`src/cnmr_pkg.sv`:
```
// Constants shared by the network management responder and its timers
package cnmr_pkg;

  // Frame identifiers
  localparam logic [10:0] CNMR_NMT_BASE_ID = 11'h700;
  localparam logic [10:0] CNMR_LSS_REQ_ID  = 11'h7e5;
  localparam logic [10:0] CNMR_LSS_RSP_ID  = 11'h7e4;

  // Frame lengths
  localparam logic [3:0]  CNMR_LSS_DLC     = 4'h8;
  localparam logic [3:0]  CNMR_NMT_DLC     = 4'h1;

  // Layer-setting command specifiers
  localparam logic [7:0]  CNMR_CS_SWITCH_GLOBAL = 8'h04;
  localparam logic [7:0]  CNMR_CS_SEL_VENDOR    = 8'h40;
  localparam logic [7:0]  CNMR_CS_SEL_PRODUCT   = 8'h41;
  localparam logic [7:0]  CNMR_CS_SEL_REVISION  = 8'h42;
  localparam logic [7:0]  CNMR_CS_SEL_SERIAL    = 8'h43;
  localparam logic [7:0]  CNMR_CS_SEL_CONFIRM   = 8'h44;
  localparam logic [7:0]  CNMR_CS_CFG_NODE      = 8'h11;

  // Byte 1 values, and the boot-up frame's byte 0
  localparam logic [7:0]  CNMR_MODE_WAIT     = 8'h00;
  localparam logic [7:0]  CNMR_MODE_CONFIG   = 8'h01;
  localparam logic [7:0]  CNMR_ERR_OK        = 8'h00;
  localparam logic [7:0]  CNMR_ERR_BAD_NODE  = 8'h01;
  localparam logic [7:0]  CNMR_NODE_MIN      = 8'h01;
  localparam logic [7:0]  CNMR_NODE_MAX      = 8'h7f;
  localparam logic [7:0]  CNMR_BOOT_BYTE     = 8'h00;

  // Network state codes, the guarding toggle position and the default node number
  localparam logic [6:0]  CNMR_STATE_PREOP   = 7'h7f;
  localparam int          CNMR_TOGGLE_BIT    = 7;
  localparam logic [6:0]  CNMR_NODE_DEFAULT  = 7'h7f;

  // Timing
  localparam int          CNMR_CLK_PERIOD_NS = 10;
  localparam int          CNMR_MS_NS         = 1000000;
  localparam int          CNMR_CYC_PER_MS    = CNMR_MS_NS / CNMR_CLK_PERIOD_NS;

  // Timer widths
  localparam int          CNMR_MS_W          = 16;
  localparam int          CNMR_LIFE_W        = 24;

  typedef enum logic [1:0] {
    CNMR_SEL_IDLE,
    CNMR_SEL_VENDOR,
    CNMR_SEL_PRODUCT,
    CNMR_SEL_REVISION
  } cnmr_sel_type;

endpackage

```
`src/cnmr_timer_if.sv`:
```
// Control and expiry signals between the responder and one millisecond timer
`timescale 1ns/1ps
`default_nettype none
interface cnmr_timer_if #(parameter int WIDTH = 16) ();
  logic             run;
  logic             restart;
  logic [WIDTH-1:0] period_ms;
  logic             expired;

  modport timer (input run, input restart, input period_ms, output expired);
  modport user  (output run, output restart, output period_ms, input expired);
endinterface
`default_nettype wire
```
`src/cnmr_ms_timer.sv`:
```
// Periodic millisecond timer with restart, pulsing once per elapsed period
`timescale 1ns/1ps
`default_nettype none
module cnmr_ms_timer
  import cnmr_pkg::*;
#(
  parameter int CYC_PER_MS = CNMR_CYC_PER_MS,
  parameter int WIDTH      = CNMR_MS_W
) (
  input  wire logic   clk,
  input  wire logic   rst,
  input  wire logic   ce,
  cnmr_timer_if.timer tmr
);
  localparam int PW = (CYC_PER_MS > 1) ? $clog2(CYC_PER_MS) : 1;

  if (CYC_PER_MS < 1) begin : g_chk
    $error("cnmr_ms_timer: CYC_PER_MS must be at least 1");
  end

  logic [PW-1:0]    presc;
  logic [PW-1:0]    next_presc;
  logic [WIDTH-1:0] ms;
  logic [WIDTH-1:0] next_ms;
  logic             expired;
  logic             next_expired;

  always_comb begin
    next_presc   = presc;
    next_ms      = ms;
    next_expired = 1'b0;
    if (!tmr.run || tmr.restart) begin
      next_presc = '0;
      next_ms    = '0;
    end else if (presc == PW'(CYC_PER_MS - 1)) begin
      next_presc = '0;
      if (ms + WIDTH'(1) >= tmr.period_ms) begin
        next_ms      = '0;
        next_expired = 1'b1;
      end else begin
        next_ms = ms + WIDTH'(1);
      end
    end else begin
      next_presc = presc + PW'(1);
    end
  end

  always_ff @(posedge clk) begin
    if (rst) begin
      presc   <= '0;
      ms      <= '0;
      expired <= 1'b0;
    end else if (ce) begin
      presc   <= next_presc;
      ms      <= next_ms;
      expired <= next_expired;
    end
  end

  assign tmr.expired = expired;
endmodule // cnmr_ms_timer
`default_nettype wire

```
`src/cnmr_responder.sv`:
```
// Network management responder: boot-up, guarding, heartbeat and layer-setting slave
`timescale 1ns/1ps
`default_nettype none
module cnmr_responder
  import cnmr_pkg::*;
#(
  parameter int         CYC_PER_MS   = CNMR_CYC_PER_MS,
  parameter logic [6:0] DEFAULT_NODE = CNMR_NODE_DEFAULT
) (
  input  wire logic        MCLK,
  input  wire logic        RST,
  input  wire logic        CE,
  input  wire logic        RX_VALID,
  input  wire logic [10:0] RX_ID,
  input  wire logic        RX_RTR,
  input  wire logic [3:0]  RX_DLC,
  input  wire logic [63:0] RX_DATA,
  output logic             TX_VALID,
  input  wire logic        TX_READY,
  output logic [10:0]      TX_ID,
  output logic [3:0]       TX_DLC,
  output logic [63:0]      TX_DATA,
  input  wire logic [6:0]  NMT_STATE,
  input  wire logic [15:0] GUARD_TIME_MS,
  input  wire logic [7:0]  LIFE_FACTOR,
  input  wire logic [15:0] PRODUCER_TIME_MS,
  input  wire logic [15:0] CONSUMER_TIME_MS,
  input  wire logic [6:0]  CONSUMER_NODE,
  input  wire logic [31:0] VENDOR_ID,
  input  wire logic [31:0] PRODUCT_CODE,
  input  wire logic [31:0] REVISION_NUMBER,
  input  wire logic [31:0] SERIAL_NUMBER,
  output logic             GUARD_ERROR,
  output logic             HB_ERROR,
  output logic             LSS_CONFIG_MODE,
  output logic [6:0]       ASSIGNED_NODE_NUMBER
);

  if (CYC_PER_MS < 1) begin : g_chk
    $error("cnmr_responder: CYC_PER_MS must be at least 1");
  end

  function automatic logic [10:0] nmt_id(input logic [6:0] node);
    nmt_id = CNMR_NMT_BASE_ID + {4'h0, node};
  endfunction

  //////////////////////////////////////////////////////////////////////////////
  // Frame decode

  logic [7:0]  rx_cs;
  logic [7:0]  rx_b1;
  logic [31:0] rx_word;
  logic        rx_lss;
  logic        rx_guard;
  logic        rx_hb;

  assign rx_cs    = RX_DATA[7:0];
  assign rx_b1    = RX_DATA[15:8];
  assign rx_word  = RX_DATA[39:8];
  // Short layer-setting frames are dropped rather than half-decoded
  assign rx_lss   = RX_VALID && !RX_RTR && RX_ID == CNMR_LSS_REQ_ID
                    && RX_DLC == CNMR_LSS_DLC;
  assign rx_guard = RX_VALID && RX_RTR && RX_ID == nmt_id(ASSIGNED_NODE_NUMBER);
  assign rx_hb    = RX_VALID && !RX_RTR && RX_ID == nmt_id(CONSUMER_NODE);

  //////////////////////////////////////////////////////////////////////////////
  // Timers

  cnmr_timer_if #(.WIDTH(CNMR_MS_W))   prod_t ();
  cnmr_timer_if #(.WIDTH(CNMR_MS_W))   cons_t ();
  cnmr_timer_if #(.WIDTH(CNMR_LIFE_W)) life_t ();

  logic guard_armed;
  logic cons_run;

  assign prod_t.run       = PRODUCER_TIME_MS != 16'h0000;
  assign prod_t.restart   = 1'b0;
  assign prod_t.period_ms = PRODUCER_TIME_MS;

  assign cons_run         = CONSUMER_TIME_MS != 16'h0000 && CONSUMER_NODE != 7'h00;
  assign cons_t.run       = cons_run;
  assign cons_t.restart   = rx_hb;
  assign cons_t.period_ms = CONSUMER_TIME_MS;

  assign life_t.period_ms = GUARD_TIME_MS * {16'h0000, LIFE_FACTOR};
  assign life_t.run       = guard_armed && life_t.period_ms != 24'h000000;
  assign life_t.restart   = rx_guard;

  cnmr_ms_timer #(.CYC_PER_MS(CYC_PER_MS), .WIDTH(CNMR_MS_W)) u_prod (
    .clk (MCLK),
    .rst (RST),
    .ce  (CE),
    .tmr (prod_t)
  );

  cnmr_ms_timer #(.CYC_PER_MS(CYC_PER_MS), .WIDTH(CNMR_MS_W)) u_cons (
    .clk (MCLK),
    .rst (RST),
    .ce  (CE),
    .tmr (cons_t)
  );

  cnmr_ms_timer #(.CYC_PER_MS(CYC_PER_MS), .WIDTH(CNMR_LIFE_W)) u_life (
    .clk (MCLK),
    .rst (RST),
    .ce  (CE),
    .tmr (life_t)
  );

  //////////////////////////////////////////////////////////////////////////////
  // Supervision

  logic next_guard_armed;
  logic next_guard_error;
  logic next_hb_error;

  always_comb begin
    next_guard_armed = guard_armed || rx_guard;
    next_guard_error = GUARD_ERROR;
    if (rx_guard) begin
      next_guard_error = 1'b0;
    end
    // Expiry is tested last so a late poll in the same cycle still flags
    if (life_t.expired) begin
      next_guard_error = 1'b1;
    end
    next_hb_error = HB_ERROR;
    if (!cons_run || rx_hb) begin
      next_hb_error = 1'b0;
    end
    if (cons_t.expired) begin
      next_hb_error = 1'b1;
    end
  end

  always_ff @(posedge MCLK) begin
    if (RST) begin
      guard_armed <= 1'b0;
      GUARD_ERROR <= 1'b0;
      HB_ERROR    <= 1'b0;
    end else if (CE) begin
      guard_armed <= next_guard_armed;
      GUARD_ERROR <= next_guard_error;
      HB_ERROR    <= next_hb_error;
    end
  end

  //////////////////////////////////////////////////////////////////////////////
  // Layer-setting slave

  cnmr_sel_type sel;
  cnmr_sel_type next_sel;
  logic         next_config;
  logic [6:0]   next_node;
  logic         lss_fire;
  logic [7:0]   lss_cs;
  logic [7:0]   lss_b1;

  always_comb begin
    next_sel    = sel;
    next_config = LSS_CONFIG_MODE;
    next_node   = ASSIGNED_NODE_NUMBER;
    lss_fire    = 1'b0;
    lss_cs      = rx_cs;
    lss_b1      = CNMR_ERR_OK;
    if (rx_lss) begin
      case (rx_cs)
        CNMR_CS_SWITCH_GLOBAL: begin
          next_sel = CNMR_SEL_IDLE;
          if (rx_b1 == CNMR_MODE_WAIT) begin
            next_config = 1'b0;
          end else if (rx_b1 == CNMR_MODE_CONFIG) begin
            next_config = 1'b1;
          end
        end
        CNMR_CS_SEL_VENDOR: begin
          next_sel = (rx_word == VENDOR_ID) ? CNMR_SEL_VENDOR : CNMR_SEL_IDLE;
        end
        CNMR_CS_SEL_PRODUCT: begin
          next_sel = (sel == CNMR_SEL_VENDOR && rx_word == PRODUCT_CODE) ?
                     CNMR_SEL_PRODUCT : CNMR_SEL_IDLE;
        end
        CNMR_CS_SEL_REVISION: begin
          next_sel = (sel == CNMR_SEL_PRODUCT && rx_word == REVISION_NUMBER) ?
                     CNMR_SEL_REVISION : CNMR_SEL_IDLE;
        end
        CNMR_CS_SEL_SERIAL: begin
          next_sel = CNMR_SEL_IDLE;
          if (sel == CNMR_SEL_REVISION && rx_word == SERIAL_NUMBER) begin
            next_config = 1'b1;
            lss_fire    = 1'b1;
            lss_cs      = CNMR_CS_SEL_CONFIRM;
          end
        end
        CNMR_CS_CFG_NODE: begin
          // Wait mode drops the request without a reply
          if (LSS_CONFIG_MODE) begin
            lss_fire = 1'b1;
            if (rx_b1 >= CNMR_NODE_MIN && rx_b1 <= CNMR_NODE_MAX) begin
              next_node = rx_b1[6:0];
              lss_b1    = CNMR_ERR_OK;
            end else begin
              lss_b1 = CNMR_ERR_BAD_NODE;
            end
          end
        end
        default: begin
          next_sel = sel;
        end
      endcase
    end
  end

  always_ff @(posedge MCLK) begin
    if (RST) begin
      sel                  <= CNMR_SEL_IDLE;
      LSS_CONFIG_MODE      <= 1'b0;
      ASSIGNED_NODE_NUMBER <= DEFAULT_NODE;
    end else if (CE) begin
      sel                  <= next_sel;
      LSS_CONFIG_MODE      <= next_config;
      ASSIGNED_NODE_NUMBER <= next_node;
    end
  end

  //////////////////////////////////////////////////////////////////////////////
  // Transmit arbitration: boot-up, layer-setting, guard reply, heartbeat

  logic        boot_pend;
  logic        lss_pend;
  logic        guard_pend;
  logic        hb_pend;
  logic [7:0]  lss_cs_q;
  logic [7:0]  lss_b1_q;
  logic        toggle;
  logic [6:0]  prev_state;
  logic        next_boot_pend;
  logic        next_lss_pend;
  logic        next_guard_pend;
  logic        next_hb_pend;
  logic [7:0]  next_lss_cs_q;
  logic [7:0]  next_lss_b1_q;
  logic        next_toggle;
  logic        next_tx_valid;
  logic [10:0] next_tx_id;
  logic [3:0]  next_tx_dlc;
  logic [63:0] next_tx_data;
  logic        boot_set;
  logic        slot;

  assign boot_set = NMT_STATE == CNMR_STATE_PREOP && prev_state != CNMR_STATE_PREOP;
  assign slot     = !TX_VALID || TX_READY;

  always_comb begin
    next_boot_pend  = boot_pend;
    next_lss_pend   = lss_pend;
    next_guard_pend = guard_pend;
    next_hb_pend    = hb_pend;
    next_lss_cs_q   = lss_cs_q;
    next_lss_b1_q   = lss_b1_q;
    next_toggle     = toggle;
    next_tx_valid   = TX_VALID && !TX_READY;
    next_tx_id      = TX_ID;
    next_tx_dlc     = TX_DLC;
    next_tx_data    = TX_DATA;
    // A frame handed over is done; nothing waits for an acknowledgement
    if (slot) begin
      if (boot_pend) begin
        next_boot_pend = 1'b0;
        next_tx_valid  = 1'b1;
        next_tx_id     = nmt_id(ASSIGNED_NODE_NUMBER);
        next_tx_dlc    = CNMR_NMT_DLC;
        next_tx_data   = {56'h0, CNMR_BOOT_BYTE};
      end else if (lss_pend) begin
        next_lss_pend = 1'b0;
        next_tx_valid = 1'b1;
        next_tx_id    = CNMR_LSS_RSP_ID;
        next_tx_dlc   = CNMR_LSS_DLC;
        next_tx_data  = {48'h0, lss_b1_q, lss_cs_q};
      end else if (guard_pend) begin
        next_guard_pend = 1'b0;
        next_toggle     = ~toggle;
        next_tx_valid   = 1'b1;
        next_tx_id      = nmt_id(ASSIGNED_NODE_NUMBER);
        next_tx_dlc     = CNMR_NMT_DLC;
        next_tx_data    = {56'h0, toggle, NMT_STATE};
      end else if (hb_pend) begin
        next_hb_pend  = 1'b0;
        next_tx_valid = 1'b1;
        next_tx_id    = nmt_id(ASSIGNED_NODE_NUMBER);
        next_tx_dlc   = CNMR_NMT_DLC;
        next_tx_data  = {56'h0, 1'b0, NMT_STATE};
      end
    end
    // New events are applied after the hand-over so one arriving in the hand-over cycle is not lost
    if (boot_set) begin
      next_boot_pend = 1'b1;
    end
    if (lss_fire) begin
      next_lss_pend = 1'b1;
      next_lss_cs_q = lss_cs;
      next_lss_b1_q = lss_b1;
    end
    if (rx_guard) begin
      next_guard_pend = 1'b1;
    end
    if (prod_t.expired) begin
      next_hb_pend = 1'b1;
    end
  end

  always_ff @(posedge MCLK) begin
    if (RST) begin
      boot_pend  <= 1'b0;
      lss_pend   <= 1'b0;
      guard_pend <= 1'b0;
      hb_pend    <= 1'b0;
      lss_cs_q   <= 8'h00;
      lss_b1_q   <= 8'h00;
      toggle     <= 1'b0;
      prev_state <= 7'h00;
      TX_VALID   <= 1'b0;
      TX_ID      <= 11'h000;
      TX_DLC     <= 4'h0;
      TX_DATA    <= 64'h0;
    end else if (CE) begin
      boot_pend  <= next_boot_pend;
      lss_pend   <= next_lss_pend;
      guard_pend <= next_guard_pend;
      hb_pend    <= next_hb_pend;
      lss_cs_q   <= next_lss_cs_q;
      lss_b1_q   <= next_lss_b1_q;
      toggle     <= next_toggle;
      prev_state <= NMT_STATE;
      TX_VALID   <= next_tx_valid;
      TX_ID      <= next_tx_id;
      TX_DLC     <= next_tx_dlc;
      TX_DATA    <= next_tx_data;
    end
  end

endmodule // cnmr_responder
`default_nettype wire

```
`config.mk`:
```
export PLATFORM = sky130hd
export DESIGN_NAME = cnmr_responder
export DESIGN_NICKNAME = d
export VERILOG_FILES = /design/src/cnmr_pkg.sv /design/src/cnmr_timer_if.sv /design/src/cnmr_ms_timer.sv /design/src/cnmr_responder.sv
export SDC_FILE = /design/constraint.sdc
export NUM_CORES = 1
export LEC_CHECK = 0
export BUFFER_PORTS_ARGS = -buffer_cell sky130_fd_sc_hd__buf_4
export CORE_ASPECT_RATIO = 1.1
export CORE_MARGIN = 2
export CORE_UTILIZATION = 28
export CTS_CLUSTER_DIAMETER = 40
export DETAILED_ROUTE_END_ITERATION = 10
export HOLD_SLACK_MARGIN = 0.1
export PLACE_DENSITY = 0.53
export SLEW_MARGIN = 40
export SYNTH_ARGS = -nofsm -noshare
export SYNTH_HDL_FRONTEND = slang
export SYNTH_HIERARCHICAL = 1
export SYNTH_SLANG_ARGS = --single-unit
```
`constraint.sdc`:
```
create_clock -name MCLK -period 14.37 [get_ports MCLK]
set_input_delay 0.7185 -clock MCLK [delete_from_list [all_inputs] [get_ports MCLK]]
set_output_delay 0.7185 -clock MCLK [all_outputs]
set_load 0.05 [all_outputs]
```
### After elaboration in Yosys (flattened, before gate mapping)

Index checks and enable logic that the tools add are counted.

* output and inout bits: 90
* logic and storage cells: 209
* input port bits: 283
* register bits: 231

* $mul: 1
* add/sub/neg operators: 8
* reduce and logical (&&, ||, !) cells: 55
* $lt $le $gt $ge: 5
* bitwise logic cells: 3
* eq/ne operators: 32
* muxes and demuxes: 78

Operators by type and width (count)
* $mux W64: 4
* $eq A32 B32 Y1: 4
* $mux W17: 6
* $mux W16: 6
* $mux W24: 3
* $add A17 B1 Y17 const B: 3
* $eq A17 B17 Y1 const B: 3
* $mux W11: 4
* $mux W1: 43
* $add A16 B1 Y16 const B: 2
* $eq A8 B7 Y1 const B: 4
* $ge A16 B16 Y1: 2
* $reduce_bool A16 Y1: 2
* $add A24 B1 Y24 const B: 1
* $ge A24 B24 Y1: 1
* $mul A16 B8 Y24: 1
* $mux W8: 3
* $reduce_bool A24 Y1: 1
* $eq A11 B11 Y1: 2
* $add A9 B8 Y10 const A: 2
* $reduce_and A5 Y1: 4
* $reduce_bool A2 Y1: 9
* $mux W4: 4
* $logic_and A1 B1 Y1: 14
* other kinds (27): 54

### Longest topological paths before layout

Gate-level depths: netlist of the first run.

* word-level depth: 7
* depth in mapped cells: 28
* mapped depth without buffers: 25

### By module

The synthesis of the first run kept the hierarchy.

By module, submodules not included
* cnmr_responder: sequential area each 1081.0 um^2, times used 1, area each 8579.5 um^2, cells an instance 1018
* cnmr_ms_timer at u_cons ...: sequential area each 680.7 um^2, times used 2, area each 2158.3 um^2, cells an instance 269
* cnmr_ms_timer at u_life: sequential area each 840.8 um^2, times used 1, area each 2887.8 um^2, cells an instance 368

### Worst setup path after synthesis of the first run

No wires, ideal clock.

* path type: in2reg
* start point: input LIFE_FACTOR[6]
* end point: register u_life.expired (netlist: u_life/tmr.expired)
* arrival time: 6.591 ns
* setup time: 0.092 ns
* data required time: 14.278 ns
* stages: 25
* slack: 7.687 ns
* path buffers: 2
* cells stage by stage: clkbuf_1 > and2_1 > fa_1 > fa_1 > fa_1 > inv_1 > fa_1 > inv_1 > ha_1 > a2111o_1 > o21ai_1 > a211oi_1 > o211ai_1 > nand4_1 > nand3_1 > and2_1 > inv_1 > ha_1 > and4_1 > nand3_1 > nor4_2 > o311ai_0 > clkbuf_1 > and3b_1 > o32ai_1

* cells in the longest elaborated chain, start to end: 6
* elaborated cells between the ends (all ways): 9
* classes of those cells: mul (1); order compare (1); mux (3); reduce/logical (4)

Ends and longest elaborated chain
* start, declared: RTL line cnmr_responder.sv:25 `input wire logic [7:0] LIFE_FACTOR,`
* $mul A16 B8 Y24 *: RTL line cnmr_responder.sv:85 `assign life_t.period_ms = GUARD_TIME_MS * {16'h0000, LIFE_FACTOR};`
* via life_t.period_ms[22]: RTL line cnmr_timer_if.sv:7 `logic [WIDTH-1:0] period_ms;`
* branches (longest 4 deep; another with $ge A24 B24 Y1)
* $mux W1 *: RTL line cnmr_ms_timer.sv:32 `if (!tmr.run || tmr.restart) begin`
* end signal, assigned: RTL line cnmr_ms_timer.sv:56 `expired <= next_expired;`
* end, declared: RTL line cnmr_ms_timer.sv:25 `logic expired;`

Mark *: on every way through the listed nets, which the timed path passes.
A chain may end at the register's enable or synchronous reset.

### Worst setup path in the final report of the first run

* start point: input LIFE_FACTOR[7]
* end point: register u_life.ms[17]

* cells in the longest elaborated chain, start to end: 7
* elaborated cells between the ends (all ways): 11
* classes of those cells: mul (1); order compare (1); mux (3); reduce/logical (6)

Ends and longest elaborated chain
* $mul A16 B8 Y24 *: RTL line cnmr_responder.sv:85
* via life_t.period_ms[23]: RTL line cnmr_timer_if.sv:7
* branches (longest 6 deep; another with $ge A24 B24 Y1)
* end signal, assigned: RTL line cnmr_ms_timer.sv:55 `ms <= next_ms;`
* end, declared: RTL line cnmr_ms_timer.sv:23 `logic [WIDTH-1:0] ms;`

Mark *: on every way through the listed nets, which the timed path passes. The select of a mux whose other input is x is not followed.

==> impl_metrics.py, run 1 <==
metrics = {
    "clocking": {
        "htreeDepth": 4,
        "clock_latency_ns": 0.45,
        "cts_buffers": 17,
        "cts_setup_buffers": 0,
        "cts_tree": "done",
        "clock-sinks": 164,
        "cts_root_buffer": "clkbuf_16",
        "cts_resized": 0,
        "ctsLongestPathBuffers": 2,
        "path_clk_slew_ns": 0.07,
        "postCtsHoldBufs": 0,
    },
    "logic_synthesis": {
        "syn_area_per_cell_sq_um": 8.20,
        "async_reset_ff_share_pct": 0,
        "ys_seq_area_share_pct": 20.8,
        "synth_cell_types": 83,
        "yosys.area.top_type": "dfxtp_1",
        "synthTopCellsByArea": "dfxtp_1, fa_1, ha_1",
        "ys.flop_type": "dfxtp_1",
        "syn_area_sq_um": 15800,
        "postSynthCellCount": 1924,
        "synth-seq-cells": 164,
        "yosys_warnings": 6,
        "synth.top_cell.area_share_pct": 20.8,
        "synth.most_common_cell": "inv_1",
        "synth-edff-count": 0,
        "ys_top_cells_by_count": "inv_1, dfxtp_1, nand2_1",
    },
    "drt": {
        "wl_per_cell_microns": 15.2,
        "drtIter0Drc": 599,
        "ant_nets": 0,
        "drc_errors": 0,
        "vias": 14000,
        "first_pass_iters": 5,
        "vias_per_cell": 4.75,
        "finalWirelength_microns": 44900,
    },
    "floorplanning": {
        "io_pins": 373,
        "fp.coreArea_sq_um": 55900,
        "die_area_sq_um": 58300,
        "start_util_pct": 28.2,
        "fp-row-count": 91,
        "die_width_microns": 230,
        "fp.dieH_microns": 253,
    },
    "timing": {
        "fin_crit_ns": 7.12,
        "maxSlewHeadroom_pct": 45.5,
        "finalCritPeriodShare_pct": 49.5,
        "setup-tns-final_ns": 0,
        "fin_skew_ns": 0.0201,
        "finalSetupViolCount": 0,
        "holdWs_ns": 0.461,
        "setup_ws_ns": 7.25,
        "rsz0062_at_grt": "false",
        "finalHoldViolCount": 0,
        "worst_slew_pin_slew_ns": 0.810,
        "slew_viol_final": 0,
        "fmax_ghz": 0.141,
    },
    "global_routing": {
        "globalRouteOverflowTotal": 0,
        "antenna_found_initial": 0,
        "grt_pass1_wl_microns": 73400,
        "track_usage_pct": 15.5,
        "grt_pass1_vias": 14500,
        "grt_max_degree": 59,
    },
    "finish": {
        "insertedDiodeCount": 0,
        "final_area_sq_um": 19200,
        "syn_to_final_growth_pct": 21.5,
        "fin_nets": 2664,
        "nFillCells": 5871,
        "layout-drive-gt1-share_pct": 17.6,
    },
    "power_and_ir_drop": {
        "p_leak_uw": 0.00863,
        "finalPower_uw": 1960,
        "powerDensity_nw_per_um2": 102,
        "peakVddDrop_mv": 0.0631,
    },
    "setup_path": {
        "cpPeakStageDelay_ns": 0.59,
        "worstPathMaxFanout": 21,
        "critPathSlowestCell": "nor4_2",
        "start_kind": "input pin",
        "crit_type": "input pin to flip-flop",
        "arrival_ns": 7.45,
        "crit_required_ns": 14.71,
        "worst_setup_path_end_kind": "flip-flop",
    },
    "placement": {
        "dp_slack_ns": 6.76,
        "place.gp.congestion": 0.880,
        "place_area_sq_um": 18500,
        "dp_hpwl_microns": 36600,
        "port-buffer-count": 291,
    },
    "run": {
        "max-cap-violations": 0,
    },
    "worst_hold_path": {
        "worstHoldPathType": "flip-flop to flip-flop",
    },
    "run_status": {
        "status": "completed",
    },
}
-- power breakdown --
group	internal [uW]	switching [uW]	leakage, uW
clock	273	224	0.000314
sequential	457	2.15	0.00132
combinational	419	585	0.00700
-- worst paths after layout --
check	startpoint	to	slack, ns	cells past startpoint
hold reg to reg	u_prod/ms[8]	u_prod/ms[8]	0.46	2
hold / removal	u_prod/ms[8]	u_prod/ms[8]	0.46	2
setup / recovery	LIFE_FACTOR[7]	u_life/ms[17]	7.25	25
setup reg to reg	u_life/ms[0]	u_life/ms[17]	9.72	14
-- cell type report --
type / instances / area (sq um) / area share, %
clock buffers: 18 / 439 / 2.29
repair buffers: 298 / 2240 / 11.7
clock inverters: 14 / 208 / 1.08
flip-flops and latches: 164 / 3280 / 17.1
inverters: 187 / 702 / 3.66
multi-input cells: 1523 / 11400 / 59.3
well taps: 744 / 931 / 4.85
-- placed cells by master (no fill, tap or decap), drive strengths merged, types with 42 or more instances in the layout --
cell / count
nand4: 62
conb: 58
xnor2: 106
fa: 84
nand3: 77
a21oi: 84
nor2: 126
nand2: 164
ha: 106
xor2: 105
buf: 298
and2: 129
o21ai: 51
inv: 193
nor3: 42
dfxtp: 164
-- through the flow --
| step | util, % | instances |
|---|---|---|
| after floorplan | - | 1981 |
| after global placement | 33.1 | 2916 |
| after detailed placement | 33.2 | 2916 |
| after CTS | 34.3 | 2948 |
| after global routing | 34.3 | 2948 |
| final | 34.3 | 2948 |
-- kinds of logic (layout without fill, tap and decap cells) --
| logic type | after synthesis | after routing | synth area share, % |
|---|---|---|---|
| and+or+nand+nor | 781 | 781 | 26.8 |
| buffers and inverters | 294 | 517 | 8.57 |
| AOI/OAI and AO/OA | 276 | 276 | 12.4 |
| xor gates and xnor gates | 211 | 211 | 11.8 |
| adders and majority gates | 190 | 190 | 19.1 |
| DFF | 164 | 164 | 20.8 |
| muxes | 7 | 7 | 0.444 |
| other | 1 | 58 | 0.0238 |
-- worst max-delay path, delay by kind of cell --
kind	cells	cell delay [ns]
adder cells (fa/ha/maj)	6	2.77
AO/OA/AOI/OAI	8	1.95
buffers and inverters	6	0.71
AND/OR/NAND/NOR	5	1.30
-- registers in the layout, summed over array words and instances (netlist names), 2 cells and up --
name and cells:
ASSIGNED_NODE_NUMBER 7, u_cons/presc 17, u_prod/ms 16, prev_state 7, sel 2, lss_cs_q 8, TX_ID 9, u_cons/ms 16
TX_DATA 9, u_prod/presc 17, u_life/presc 17, u_life/ms 24
-- per-layer routing --
layer	vias to the layer above	wire length, microns	track usage, %
met1	6697	18900	18.1
met2	293	23300	29.0
met5	-	0	0
met4	0	791	3.67
met3	38	1980	2.92
li1	6984	-	-
Note: power is estimated with default switching activity, not from simulation.
==> inputs of run 2 (changes only) <==
==> constraint.sdc (replaced) <==
create_clock -name MCLK -period 6.7 [get_ports MCLK]
set_input_delay 0.335 -clock MCLK [delete_from_list [all_inputs] [get_ports MCLK]]
set_output_delay 0.335 -clock MCLK [all_outputs]
set_load 0.05 [all_outputs]
==> run 2 against run 1 <==
Net effect: via count rose by 0.79%; sequential share of layout area shrank 0.32 points; die area did not move; flip-flop and latch count stayed put; worst hold slack worse by 0.30 ns; largest cell class unchanged; largest power group unchanged.
==> impl_metrics.py, run 2 (synthesized netlist as in run 1, its figures left out) <==
metrics = {
    "power_and_ir_drop": {
        "peakVddDrop_mv": 0.182,
        "pwr-share-seq_pct": 22.9,
        "p_int_uw": 2500,
        "p_sw_uw": 1800,
        "powerDensity_nw_per_um2": 220,
        "power_frac_comb_pct": 52.9,
        "p_leak_uw": 0.00886,
        "pwr-share-clk_pct": 24.2,
        "netSwitchingFraction_pct": 41.8,
    },
    "setup_path": {
        "reg2reg_setup_slack_ns": 2.26,
        "crit_required_ns": 7.06,
        "start_kind": "input pin",
        "r2r_cells": 17,
        "arrival_ns": 6.71,
        "crit_type": "input pin to flip-flop",
        "worst_setup_path_end_kind": "flip-flop",
        "r2r-start": "u_life/ms[0]",
        "r2r_end": "u_life/ms[4]",
        "worstPathMaxFanout": 9,
    },
    "placement": {
        "dp_hpwl_microns": 37300,
        "place_area_sq_um": 18900,
        "dpl.cell_count": 2960,
        "port-buffer-count": 291,
        "place.gp.congestion": 0.880,
    },
    "drt": {
        "first_pass_iters": 7,
        "met3_length_microns": 1730,
        "ant_nets": 0,
        "wl_per_cell_microns": 14.9,
        "vias_per_cell": 4.72,
        "finalWirelength_microns": 44600,
        "vias": 14100,
        "drtIter0Drc": 633,
        "met2_length_microns": 23100,
        "topRoutingLayerUsed": "met4",
        "m1WireLength_microns": 18900,
        "drc_errors": 0,
    },
    "clocking": {
        "cts_buffers": 17,
        "htreeDepth": 4,
        "cts_resized": 0,
        "ctsLongestPathBuffers": 2,
        "clock-sinks": 164,
        "postCtsHoldBufs": 0,
        "path_clk_slew_ns": 0.09,
        "cts_root_buffer": "clkbuf_16",
        "clock_latency_ns": 0.44,
        "cts_tree": "done",
    },
    "timing": {
        "finalHoldViolCount": 0,
        "worst_slew_pin_slew_ns": 0.779,
        "fmax_ghz": 0.157,
        "finalCritPeriodShare_pct": 94.9,
        "finalSetupViolCount": 0,
        "fin_crit_ns": 6.36,
        "maxSlewHeadroom_pct": 47.6,
        "slew_viol_final": 0,
        "fin_skew_ns": 0.0170,
        "holdWs_ns": 0.163,
    },
    "finish": {
        "final_common_cell": "buf_4",
        "nFillCells": 5874,
        "largest_reg_flops": 24,
        "final_cells": 2993,
        "layout-drive-gt1-share_pct": 19.3,
        "final_area_sq_um": 19500,
        "final_cell_mix": "buf_4, inv_1, dfxtp_1, nand2_1, and2_1",
        "regMostFlops": "u_life/ms",
        "fin_nets": 2709,
        "insertedDiodeCount": 0,
        "syn_to_final_growth_pct": 23.9,
    },
    "floorplanning": {
        "die_area_sq_um": 58300,
        "fp.dieH_microns": 253,
        "fp-row-count": 91,
        "fp.coreArea_sq_um": 55900,
        "start_util_pct": 28.2,
        "io_pins": 373,
        "die_width_microns": 230,
    },
    "global_routing": {
        "grt_max_degree": 47,
        "grt_pass1_vias": 14300,
        "antenna_found_initial": 0,
        "globalRouteOverflowTotal": 0,
        "track_usage_pct": 15.2,
        "grt_pass1_wl_microns": 72000,
    },
    "worst_hold_path": {
        "min_from": "NMT_STATE[5]",
        "worstHoldPathType": "input pin to flip-flop",
        "hold_end": "prev_state[5]",
        "worstHoldPathCells": 3,
    },
    "run_status": {
        "status": "completed",
    },
    "run": {
        "max-cap-violations": 0,
    },
}
-- run 2: cell count changes in the layout (fill, tap and decap cells not counted) --
cell       previous run  this run
buf_12                0         3
buf_4               298       340
bufinv_16             2         0
clkbuf_8              1         0
clkinv_4              1         0
clkinv_8              5         6
inv_12                0         3
inv_6                 4         1
inv_8                 2         5
-- run 2: critical path, cell delays in order --
cell and delay (ns):
buf_4 0.15, buf_4 0.14, and2_1 0.14, fa_1 0.49, fa_1 0.52, fa_1 0.54, inv_1 0.05, fa_1 0.53
inv_1 0.04, ha_1 0.29, a21o_1 0.15, a21oi_1 0.21, a2bb2oi_1 0.25, o21ai_1 0.22, a21o_1 0.23, a311oi_1 0.37
inv_1 0.08, ha_1 0.31, and4_1 0.19, nand3_1 0.15, nor4_2 0.07, buf_4 0.14, buf_4 0.14, a2111oi_4 0.48
buf_4 0.21, buf_12 0.11, nand3_1 0.07, o21ai_0 0.10
-- run 2: area by class of cell --
| class | count | area [sq um] | share of cell area [%] |
|---|---|---|---|
| clock inverter | 15 | 211 | 1.08 |
| inverter | 187 | 702 | 3.59 |
| tap | 744 | 931 | 4.76 |
| timing repair buffer | 343 | 2610 | 13.4 |
| sequential | 164 | 3280 | 16.8 |
| multi-input combinational | 1523 | 11400 | 58.2 |
| clock buffer | 17 | 425 | 2.18 |
-- run 2: metal layers --
metal | GRT usage, % | up-vias
li1 | - | 7075
met5 | 0 | -
met1 | 17.8 | 6739
met2 | 28.5 | 271
met4 | 3.56 | 0
met3 | 2.64 | 38
-- run 2: worst max path at each step --
stage                   startpoint            endpoint  slack (ns)  depth (start not counted)
global placement    LIFE_FACTOR[6]        u_life/ms[5]       -0.05                         25
CTS                 LIFE_FACTOR[6]        u_life/ms[4]        0.35                         25
finish              LIFE_FACTOR[6]        u_life/ms[4]        0.34                         28
detailed placement  LIFE_FACTOR[4]       u_life/ms[16]       -0.10                         24
global route        LIFE_FACTOR[7]        u_life/ms[4]     -0.0007                         28
floorplan           LIFE_FACTOR[6]  u_life/tmr.expired        0.40                         25
-- run 2: repair_timing --
action,4_1_cts,5_1_grt
setup endpoints to repair,0,7
buffers inserted,0,1
endpoints found under the hold margin,0,0
-- run 2: power by group through the flow --
stage	logic, uW	clock network [uW]	registers [uW]
after floorplan	1660	0	1010
after global placement	2250	0	1010
after detailed placement	2280	0	1010
after CTS	2300	1070	983
after global routing	2610	1110	984
final	2270	1040	983
-- run 2: per-stage QoR --
step | setup TNS [ns] | power [uW] | worst slack, ns | utilization, %
CTS | 0 | 4360 | 0.348 | 34.9
floorplan | 0 | 2670 | 0.400 | -
detailed placement | -0.873 | 3290 | -0.103 | 33.8
global route | -0.000959 | 4710 | -0.000675 | 35.0
finish | 0 | 4290 | 0.343 | 35.0
global placement | -0.136 | 3260 | -0.0474 | 33.8
==> inputs of run 3 (changes only) <==
--- a/config.mk
+++ b/config.mk
@@ -11,8 +11,9 @@
 export CORE_UTILIZATION = 28
 export CTS_CLUSTER_DIAMETER = 40
 export DETAILED_ROUTE_END_ITERATION = 10
+export GPL_TIMING_DRIVEN = 0
 export HOLD_SLACK_MARGIN = 0.1
-export PLACE_DENSITY = 0.53
+export SETUP_SLACK_MARGIN = 0.4
 export SLEW_MARGIN = 40
 export SYNTH_ARGS = -nofsm -noshare
 export SYNTH_HDL_FRONTEND = slang
==> run 3 against run 2 <==
Net effect: via count up 2.5%; die area stayed put; cell count grew 1.8%; clock-buffer cell count is 4 higher; sequential share of layout area is 0.35 points lower; worst setup slack better by 0.27 ns; cell area rose by 2.1%; largest cell class unchanged.
==> impl_metrics.py, run 3 (synthesized netlist as in run 1, its figures left out) <==
metrics = {
    "floorplanning": {
        "io_pins": 373,
        "die_area_sq_um": 58300,
        "start_util_pct": 28.2,
        "fp.dieH_microns": 253,
        "fp-row-count": 91,
        "die_width_microns": 230,
        "fp.coreArea_sq_um": 55900,
    },
    "setup_path": {
        "arrival_ns": 6.42,
        "worst_setup_path_end_kind": "flip-flop",
        "crit_type": "input pin to flip-flop",
        "r2r_end": "u_life/ms[13]",
        "crit_required_ns": 7.04,
        "crit_family": "adder cells",
        "start_kind": "input pin",
        "reg2reg_setup_slack_ns": 2.58,
        "critPathSlowestCell": "fa_1",
        "r2r-start": "u_life/ms[0]",
        "r2r_cells": 15,
        "path_buf_inv": 7,
        "cpPeakStageDelay_ns": 0.57,
        "worstPathMaxFanout": 10,
        "cpMostUsedCell": "fa_1",
    },
    "finish": {
        "regMostFlops": "u_life/ms",
        "syn_to_final_growth_pct": 26.5,
        "layout-drive-gt1-share_pct": 20.9,
        "final_cell_mix": "buf_4, inv_1, dfxtp_1, nand2_1",
        "finish.utilization_pct": 35.7,
        "fin_nets": 2765,
        "multi_input_area_sq_um": 11600,
        "final_common_cell": "buf_4",
        "nFillCells": 5790,
        "largest_reg_flops": 24,
        "insertedDiodeCount": 0,
        "regArea_sq_um": 3280,
    },
    "drt": {
        "vias": 14500,
        "wl_per_cell_microns": 15.0,
        "ant_nets": 0,
        "drtIter0Drc": 732,
        "drc_errors": 0,
        "first_pass_iters": 5,
        "vias_per_cell": 4.75,
        "finalWirelength_microns": 45700,
    },
    "timing": {
        "maxSlewHeadroom_pct": 49.0,
        "setup_ws_ns": 0.618,
        "fin_skew_ns": 0.0131,
        "finalHoldViolCount": 0,
        "finalCritPeriodShare_pct": 90.8,
        "finalSetupViolCount": 0,
        "setup-tns-final_ns": 0,
        "fin_crit_ns": 6.08,
        "slew_viol_final": 0,
        "worst_slew_pin_slew_ns": 0.765,
        "rsz0062_at_grt": "false",
        "fmax_ghz": 0.164,
    },
    "placement": {
        "place.gp.congestion": 0.887,
        "dp_hpwl_microns": 38100,
        "dp_slack_ns": -0.923,
        "port-buffer-count": 282,
    },
    "global_routing": {
        "grt_max_degree": 20,
        "track_usage_pct": 15.5,
        "grt_pass1_wl_microns": 73000,
        "globalRouteOverflowTotal": 0,
        "grt_pass1_vias": 14800,
        "antenna_found_initial": 0,
    },
    "worst_hold_path": {
        "worstHoldPathType": "input pin to flip-flop",
        "worstHoldPathCells": 3,
        "hold_end": "prev_state[2]",
        "min_from": "NMT_STATE[2]",
    },
    "power_and_ir_drop": {
        "pwr-share-seq_pct": 22.2,
        "p_leak_uw": 0.00904,
        "p_sw_uw": 1830,
        "power_frac_comb_pct": 55.7,
        "netSwitchingFraction_pct": 41.3,
        "p_int_uw": 2600,
        "finalPower_uw": 4430,
        "pwr-share-clk_pct": 22.1,
        "peakVddDrop_mv": 0.183,
        "powerDensity_nw_per_um2": 222,
    },
    "clocking": {
        "clock-sinks": 164,
        "cts_buffers": 17,
        "clock_latency_ns": 0.44,
        "htreeDepth": 4,
        "ctsLongestPathBuffers": 2,
        "cts_tree": "done",
        "cts_root_buffer": "clkbuf_16",
        "path_clk_slew_ns": 0.07,
    },
    "run_status": {
        "status": "completed",
    },
    "run": {
        "max-cap-violations": 0,
    },
}
-- run 3: cell count changes in the layout (fill, tap and decap cells not counted), sizes merged --
cell      previous run  this run
clkbuf              17        53
buf                343       367
inv                196       190
clkinv               6         2
clkinvlp             0         3
bufinv               0         2
-- run 3: worst max-delay path by stage --
| stage | from | end | slack (ns) | depth (start not counted) |
|---|---|---|---|---|
| after floorplan | LIFE_FACTOR[6] | u_life/tmr.expired | 0.40 | 25 |
| after global placement | LIFE_FACTOR[7] | u_life/tmr.expired | -0.88 | 26 |
| after detailed placement | LIFE_FACTOR[6] | u_life/tmr.expired | -0.92 | 25 |
| after CTS | LIFE_FACTOR[4] | u_life/ms[7] | 0.41 | 25 |
| after global routing | LIFE_FACTOR[5] | u_life/ms[13] | 0.35 | 28 |
| final | LIFE_FACTOR[7] | u_life/ms[13] | 0.62 | 27 |
-- run 3: through the flow --
step	hold WS [ns]	std cells	cell area [sq um]
finish	0.160	3048	20000
global route	0.127	3048	20000
CTS	0.125	3043	19700
detailed placement	0.447	3007	19000
global placement	0.444	3007	19000
floorplan	0.430	1981	16000
-- run 3: layout make-up --
type | count | share of cell area [%]
repair buffers | 292 | 11.0
clock buffers | 21 | 2.26
well taps | 744 | 4.66
multi-input cells | 1523 | 58.0
clock inverters | 10 | 0.614
inverters | 187 | 3.52
flip-flops and latches | 164 | 16.4
plain buffers | 107 | 3.53
-- run 3: timing repair --
action                                 4_1_cts  5_1_grt
gates resized for setup                     26       47
buffers inserted                             5        5
hold buffers                                 0        0
setup endpoints to repair                   39       39
endpoints found under the hold margin        0        0
pin swaps                                    7       20
-- run 3: power by group through the flow --
stage | clock network, uW | logic [uW] | registers [uW]
final | 977 | 2470 | 984
after global placement | 0 | 2150 | 1010
after floorplan | 0 | 1660 | 1010
after global routing | 1050 | 2800 | 984
after CTS | 1010 | 2260 | 984
after detailed placement | 0 | 2190 | 1010
-- run 3: layer usage --
layer,part of all wire (%),GRT usage [%],up-vias
met4,1.9,4.07,0
met3,4.4,2.75,48
met5,0,0,-
met2,53,29.2,335
li1,-,-,7179
met1,41,17.8,6909
-- run 3: worst register-to-register path, delay by kind of cell (launching register included) --
family,cells,cell delay [ns]
and+or+nand+nor,9,2.38
adders and majority gates,2,0.56
DFF,1,0.50
buffers and inverters,2,0.34
AOI/OAI and AO/OA,2,0.26
